**src/shared/wmc_defines.vh**
```
`ifndef WMC_DEFINES_VH
`define WMC_DEFINES_VH

// ==========================================
// Special-function addresses
`define WMC_ADDR_PTR0_LO     8'h82
`define WMC_ADDR_PTR0_HI     8'h83
`define WMC_ADDR_PTR1_LO     8'h84
`define WMC_ADDR_PTR1_HI     8'h85
`define WMC_ADDR_PWR_CTRL    8'h87
`define WMC_ADDR_WD_MEM_CTRL 8'h96

// ==========================================
// Control register fields and reset values
`define WMC_BIT_PS_LO       5
`define WMC_BIT_PS_HI       7
`define WMC_BIT_NVM_WE      4
`define WMC_BIT_NVM_EN      3
`define WMC_BIT_BANK_SEL    2
`define WMC_BIT_RESTART     1
`define WMC_BIT_WD_EN       0
`define WMC_BIT_PWR_LOSS    4
`define WMC_CTRL_RESET      8'h02
`define WMC_PTR_RESET       16'h0000

// ==========================================
// Watchdog timing
`define WMC_WD_BASE_MS      16
`define WMC_CLK_MHZ         200
`define WMC_WD_BASE_CYC     (`WMC_WD_BASE_MS * 1000 * `WMC_CLK_MHZ)

`endif

```
**src/wmc_pointer_bank.v**
```verilog
`timescale 1ns/1ps
`include "wmc_defines.vh"

// One 16-bit data pointer bank with byte-wide writes
module wmc_pointer_bank
#(
    parameter WIDTH = 16
)
(
    input  wire             mclk,
    input  wire             rst_n,
    input  wire             clkEn,
    input  wire             wrLo,
    input  wire             wrHi,
    input  wire [7:0]       wrData,
    input  wire             wrWord,
    input  wire [WIDTH-1:0] wordData,
    output reg  [WIDTH-1:0] ptrValue
);

    // ==========================================
    // Byte writes from the bus, word writes from the core
    always @(posedge mclk)
    begin
        if (!rst_n)
            ptrValue <= `WMC_PTR_RESET;
        else if (clkEn)
        begin
            if (wrWord)
                ptrValue <= wordData;
            else
            begin
                if (wrLo)
                    ptrValue[7:0] <= wrData;
                if (wrHi)
                    ptrValue[WIDTH-1:8] <= wrData;
            end
        end
    end

endmodule

```
**src/wmc_control_bank.v**
```verilog
`timescale 1ns/1ps
`include "wmc_defines.vh"

module wmc_control_bank
#(
    parameter WD_BASE_CYCLES = `WMC_WD_BASE_CYC,
    parameter CNT_WIDTH      = 32
)
(
    input  wire        mclk,
    input  wire        rst_n,
    input  wire        powerOnRst_n,
    input  wire        clkEn,
    input  wire [7:0]  sfrAddr,
    input  wire        sfrWr,
    input  wire        sfrRd,
    input  wire [7:0]  sfrWrData,
    output reg  [7:0]  sfrRdData,
    output wire        sfrHit,
    input  wire        ptrWordWr,
    input  wire [15:0] ptrWordData,
    output wire [15:0] dataPointer,
    output wire        nvmSelect,
    output wire        nvmWriteEnable,
    input  wire        nvmBusy,
    input  wire        powerDown,
    output reg         wdResetPulse,
    output wire        wdRestartPulse
);

    // ==========================================
    // Control register state
    reg  [7:0]           ctrl_reg;
    reg  [7:0]           ctrl_next;
    reg                  restart_reg;
    reg                  powerLoss_reg;
    reg                  busySync1_reg;
    reg                  busySync2_reg;
    reg  [CNT_WIDTH-1:0] wdCount_reg;
    reg                  wdEnPrev_reg;

    wire [15:0] firstPointerBank;
    wire [15:0] secondPointerBank;
    wire        wrCtrl = clkEn & sfrWr & (sfrAddr == `WMC_ADDR_WD_MEM_CTRL);
    wire        wrPwrCtrl = clkEn & sfrWr & (sfrAddr == `WMC_ADDR_PWR_CTRL);
    wire        bankSel = ctrl_reg[`WMC_BIT_BANK_SEL];
    wire        wdEnable = ctrl_reg[`WMC_BIT_WD_EN];
    wire [2:0]  periodSel = ctrl_reg[`WMC_BIT_PS_HI:`WMC_BIT_PS_LO];

    // Address decode for this bank's registers
    assign sfrHit = (sfrAddr == `WMC_ADDR_WD_MEM_CTRL) | (sfrAddr == `WMC_ADDR_PWR_CTRL) |
                    (sfrAddr == `WMC_ADDR_PTR0_LO) | (sfrAddr == `WMC_ADDR_PTR0_HI) |
                    (sfrAddr == `WMC_ADDR_PTR1_LO) | (sfrAddr == `WMC_ADDR_PTR1_HI);

    // ==========================================
    // Pointer banks
    // A core word write beats byte writes landing in the same cycle
    wmc_pointer_bank #(.WIDTH(16)) firstBank
    (
        .mclk     (mclk),
        .rst_n    (rst_n),
        .clkEn    (clkEn),
        .wrLo     (sfrWr & (sfrAddr == `WMC_ADDR_PTR0_LO)),
        .wrHi     (sfrWr & (sfrAddr == `WMC_ADDR_PTR0_HI)),
        .wrData   (sfrWrData),
        .wrWord   (ptrWordWr & ~bankSel),
        .wordData (ptrWordData),
        .ptrValue (firstPointerBank)
    );

    wmc_pointer_bank #(.WIDTH(16)) secondBank
    (
        .mclk     (mclk),
        .rst_n    (rst_n),
        .clkEn    (clkEn),
        .wrLo     (sfrWr & (sfrAddr == `WMC_ADDR_PTR1_LO)),
        .wrHi     (sfrWr & (sfrAddr == `WMC_ADDR_PTR1_HI)),
        .wrData   (sfrWrData),
        .wrWord   (ptrWordWr & bankSel),
        .wordData (ptrWordData),
        .ptrValue (secondPointerBank)
    );

    // Core's pointer view follows the select bit; software must set it first
    assign dataPointer = bankSel ? secondPointerBank : firstPointerBank;

    // ==========================================
    // Memory steering outputs
    assign nvmSelect      = ctrl_reg[`WMC_BIT_NVM_EN];
    assign nvmWriteEnable = ctrl_reg[`WMC_BIT_NVM_WE];

    // ==========================================
    // Control register next value; writes never store the restart bit
    always @*
    begin
        ctrl_next = ctrl_reg;
        if (wrCtrl)
            ctrl_next = sfrWrData & ~(8'h01 << `WMC_BIT_RESTART);
        // Power-down beats a same-cycle enable write
        if (powerDown)
            ctrl_next[`WMC_BIT_WD_EN] = 1'b0;
    end

    // Reset loads the documented pattern
    always @(posedge mclk)
    begin
        if (!rst_n || !powerOnRst_n)
            ctrl_reg <= `WMC_CTRL_RESET;
        else if (clkEn)
            ctrl_reg <= ctrl_next;
    end

    // ==========================================
    // Restart pulse: one cycle, then gone
    // Registered, so the counter clear lands one cycle after the write
    always @(posedge mclk)
    begin
        if (!rst_n)
            restart_reg <= 1'b0;
        else if (clkEn)
            restart_reg <= wrCtrl & sfrWrData[`WMC_BIT_RESTART];
    end

    assign wdRestartPulse = restart_reg;

    // ==========================================
    // Power-loss flag: power-on or a software write of one sets it, system reset ignored
    // Software writes are frozen by the clock enable like all other state
    always @(posedge mclk)
    begin
        if (!powerOnRst_n)
            powerLoss_reg <= 1'b1;
        else if (wrPwrCtrl)
            powerLoss_reg <= sfrWrData[`WMC_BIT_PWR_LOSS];
    end

    // ==========================================
    // Busy comes from the memory's own timer, so synchronise it
    // Only the second stage is read; the first may still be settling
    always @(posedge mclk)
    begin
        if (!rst_n)
        begin
            busySync1_reg <= 1'b0;
            busySync2_reg <= 1'b0;
        end
        else if (clkEn)
        begin
            busySync1_reg <= nvmBusy;
            busySync2_reg <= busySync1_reg;
        end
    end

    // ==========================================
    // Watchdog counter; clears on enable edge and restart
    // Base period doubles per prescaler step; CNT_WIDTH of at most 32 keeps
    // the select inside the integer base and still holds the longest period
    wire [CNT_WIDTH-1:0] wdLimit = WD_BASE_CYCLES[CNT_WIDTH-1:0] << periodSel;

    always @(posedge mclk)
    begin
        if (!rst_n || !powerOnRst_n)
        begin
            wdCount_reg  <= {CNT_WIDTH{1'b0}};
            wdEnPrev_reg <= 1'b0;
            wdResetPulse <= 1'b0;
        end
        else if (clkEn)
        begin
            wdEnPrev_reg <= wdEnable;
            wdResetPulse <= 1'b0;
            if (!wdEnable || !wdEnPrev_reg || restart_reg)
                wdCount_reg <= {CNT_WIDTH{1'b0}};
            else if (wdCount_reg >= wdLimit - 1'b1)
            begin
                wdCount_reg  <= {CNT_WIDTH{1'b0}};
                wdResetPulse <= 1'b1;
            end
            else
                wdCount_reg <= wdCount_reg + 1'b1;
        end
    end

    // ==========================================
    // Read mux; restart position shows ready, the inverse of busy
    wire nvmReady = ~busySync2_reg;

    // Stored restart bit is never returned
    always @(posedge mclk)
    begin
        if (!rst_n)
            sfrRdData <= 8'h00;
        else if (clkEn && sfrRd)
        begin
            case (sfrAddr)
                `WMC_ADDR_WD_MEM_CTRL: sfrRdData <= {ctrl_reg[7:2], nvmReady, ctrl_reg[0]};
                `WMC_ADDR_PWR_CTRL:    sfrRdData <= {3'h0, powerLoss_reg, 4'h0};
                `WMC_ADDR_PTR0_LO:     sfrRdData <= firstPointerBank[7:0];
                `WMC_ADDR_PTR0_HI:     sfrRdData <= firstPointerBank[15:8];
                `WMC_ADDR_PTR1_LO:     sfrRdData <= secondPointerBank[7:0];
                `WMC_ADDR_PTR1_HI:     sfrRdData <= secondPointerBank[15:8];
                default:         sfrRdData <= 8'h00;
            endcase
        end
    end

endmodule

```
**config.mk**
```make
export PLATFORM = sky130hd
export DESIGN_NAME = wmc_control_bank
export DESIGN_NICKNAME = d
export VERILOG_FILES = /design/src/wmc_pointer_bank.v /design/src/wmc_control_bank.v
export VERILOG_INCLUDE_DIRS = /design/src /design/src/shared
export SDC_FILE = /design/constraint.sdc
export NUM_CORES = 1
export LEC_CHECK = 0
export BUFFER_PORTS_ARGS = -buffer_cell sky130_fd_sc_hd__buf_2
export CAP_MARGIN = 20
export CORE_UTILIZATION = 30
export DETAILED_ROUTE_END_ITERATION = 10
export REMOVE_ABC_BUFFERS = 1
export SLEW_MARGIN = 0
export SYNTH_ARGS = -nofsm -noshare
export SYNTH_HDL_FRONTEND = slang
export SYNTH_HIERARCHICAL = 1
export SYNTH_SLANG_ARGS = --single-unit
```
**constraint.sdc**
```tcl
create_clock -name mclk -period 4.7 [get_ports mclk]
set_input_delay 0 -clock mclk [delete_from_list [all_inputs] [get_ports mclk]]
set_output_delay 0 -clock mclk [all_outputs]
set_load 0.01 [all_outputs]
```
==> out/qor.txt <==
Rel. slew slack: 0.330
commonest non-fill, non-tap cell in the layout: dfxtp_1
worst hold stages: 3
root buffer cell: clkbuf_16
Inst Count DP: 1003
Die Y: 143 um
Cell Area, Synth: 5940 um^2
Post-synth top flop: dfxtp_1
most frequent CP cell: ha_1
CTS H-tree depth: 3
critical path cell sequence: inv_1, ha_1, nor3_1, nand2b_1, o21bai_1, a211oi_1, o2111ai_1, a2111o_1, ha_1, nand4_1, nor4_1, nand2_1, a31oi_4, or2_1, buf_12, o21ai_2, a21o_1
global-route usage over all layers: 0.175
CTS sink cnt: 85
Hold Path End: secondBank/ptrValue[7]$_SDFFE_PN0P_
Max Clock Skew: 6.87 ps
min-delay src: ptrWordData[7]
worst r2r src: ctrl_reg[5]$_SDFFE_PP0P_
initial core utilization: 0.305
total gr overflow: 0
dpl hpwl: 11700 um
status: finished, final reports clean
Port Buffer Count: 69
final wirelength: 17000 um
Max-Cap Viols: 0
EDFF count, synth: 0
CP startpoint kind: flop
share of cells above drive strength 1: 0.177
non-filler instance count after layout: 1035
ANT nets after route: 0
Cell Rows: 51
Syn Inst Count: 685
CP peak stage delay: 430 ps
Residual DRC: 0
GPL Wtd Cong: 0.876
kind of critical path: flop to flop
CTS tree: built
total power: 0.00164 W
Distinct cells, synth: 62
Fmax achieved: 233 MHz
reg-to-reg endpoint: wdCount_reg[17]$_SDFFE_PP0P_
initial antenna violation count: 0
overall die area: 20400 um^2
most frequent cells in the layout: dfxtp_1, buf_2, nand2_1
RSZ-0062 raised after global routing: no
Crit. End Element: flop
drt wl/cell: 16.4 um
Slew @ Worst Pin: 1000 ps
Fillers: 2001
FF-to-FF path depth: 17
Fin Setup TNS: 0 ps
1st-iter DRT viols: 426
Synth-to-Final Area Change: 18.5%
Final setup viols: 0
Inserted Clock Buffers: 9
Post-synth ARST share: 0
Worst R2R Setup Slack: 400 ps
Die Wd: 143 um
peak supply drop: 0.190 mV
first-pass GRT wire length: 27800 um
crit path launch: ctrl_reg[5]$_SDFFE_PP0P_
final cell utilization of the core: 0.362
Worst Path Arrival: 4530 ps
CP max stage cell: a2111o_1
Max Root-Sink Buffers: 2
vias in the first global route: 5211
later-pin clock latency in the skew report: 340 ps
clk slew on worst S/H paths: 60 ps
pwr/cell area: 233 nW/um^2
Final Hold Viols: 0
Core Region: 19500 um^2
Hold Slack: 10.7 ps
final worst-path cycle share: 0.915
# Post-CTS Setup Buffers: 0
routed via count: 5511
CP Max Fanout: 20
Req. time, crit path: 4930 ps
crit path time final: 4300 ps
HP Class: primary input to flop
Yosys Warn Count: 6
leakage power: 2.69 nW
drt via density: 5.32
Final Max Slew Viols: 0
largest net degree at the start of global routing: 80
nets: 845
drt first pass iters: 5
Ant. Diodes: 0
# IOs: 70
register area share after synthesis: 0.286
max FFs per register: 32
number of synthesized register bits: 85
Synth Area per Inst: 8.67 um^2
## worst max-delay path: cells and delay by family, from the launching register on
kind,cells,cell delay (ps)
flops,1,320
compound gates,7,1500
buf+inv,2,320
simple gates,6,1450
fa+ha+maj,2,610
## report_power, final
part,internal [W],switching [W]
clock,0.000423,0.000298
combinational,0.0000797,0.0000904
sequential,0.000736,0.0000137
## routing by layer
metal,vias to the layer above,GRT usage,share of wire
met5,-,0,0
met4,0,0.0549,0.014
met3,15,0.0288,0.052
met2,172,0.284,0.46
met1,2602,0.235,0.48
li1,2722,-,-
## final cells by class
type	count	area [um^2]	area share
sequential	85	1700	0.242
inverter	21	78.8	0.0112
tap	265	332	0.0471
multi-input combinational	546	3980	0.565
clock inverter	4	48.8	0.00693
timing repair buffer	103	656	0.0931
clock buffer	11	243	0.0345
## repair_timing
| item | CTS | global route |
|---|---|---|
| hold endpoints to repair | 21 | 0 |
| gates resized for setup | 0 | 1 |
| setup endpoints to repair | 0 | 11 |
| hold buffers | 17 | 0 |
## Yosys cell counts, drive strengths merged (2+ instances only)
| cell | instances | area [um^2] |
|---|---|---|
| nand4bb | 26 | 293 |
| a21oi | 32 | 160 |
| nor2b | 9 | 56.3 |
| clkbuf | 21 | 78.8 |
| nand3 | 26 | 130 |
| or3 | 14 | 87.6 |
| nand2 | 55 | 209 |
| o22ai | 3 | 18.8 |
| or4 | 2 | 18.8 |
| nand2b | 5 | 31.3 |
| o21a | 4 | 30.0 |
| a31oi | 6 | 52.6 |
| a221o | 7 | 70.1 |
| nor2 | 48 | 180 |
| nand4 | 7 | 43.8 |
| buf | 13 | 111 |
| o21bai | 2 | 15.0 |
| or2 | 3 | 18.8 |
| o21ai | 34 | 174 |
| dfxtp | 85 | 1700 |
| o211ai | 36 | 270 |
| nor3 | 15 | 80.1 |
| or4bb | 6 | 67.6 |
| a211oi | 4 | 30.0 |
| nor4 | 4 | 31.3 |
| a221oi | 8 | 70.1 |
| and3 | 8 | 50.1 |
| mux2 | 24 | 270 |
| and4 | 5 | 46.3 |
| xor2 | 7 | 61.3 |
| a21o | 3 | 22.5 |
| inv | 21 | 78.8 |
| ha | 37 | 463 |
| a22oi | 3 | 22.5 |
| nand3b | 34 | 255 |
| xnor2 | 6 | 52.6 |
| and2 | 7 | 43.8 |
| mux2i | 45 | 450 |
## worst max path at each step
stage                                         to  slack (ps)  depth (start not counted)
CTS                 wdCount_reg[15]$_SDFFE_PP0P_         370                         17
global route        wdCount_reg[17]$_SDFFE_PP0P_         0.4                         17
detailed placement  wdCount_reg[11]$_SDFFE_PP0P_         400                         17
global placement    wdCount_reg[11]$_SDFFE_PP0P_         490                         17
floorplan            wdCount_reg[8]$_SDFFE_PP0P_         440                         16
finish              wdCount_reg[17]$_SDFFE_PP0P_         400                         17
## per-stage QoR
| stage | setup WS, ps | cell area (um^2) |
|---|---|---|
| floorplan | 435 | 5760 |
| global placement | 491 | 6580 |
| detailed placement | 400 | 6580 |
| CTS | 366 | 7040 |
| global route | 0.446 | 7040 |
| finish | 400 | 7040 |
## kinds of logic after synthesis
kind of cell / count (synthesis) / synth area share
compound gates: 147 / 0.165
simple gates: 277 / 0.281
flops: 85 / 0.286
fa+ha+maj: 38 / 0.0813
other cells: 1 / 0.000631
xor+xnor: 13 / 0.0192
mux: 69 / 0.121
buf+inv: 55 / 0.0453
Note: power is estimated with default switching activity, not from simulation.
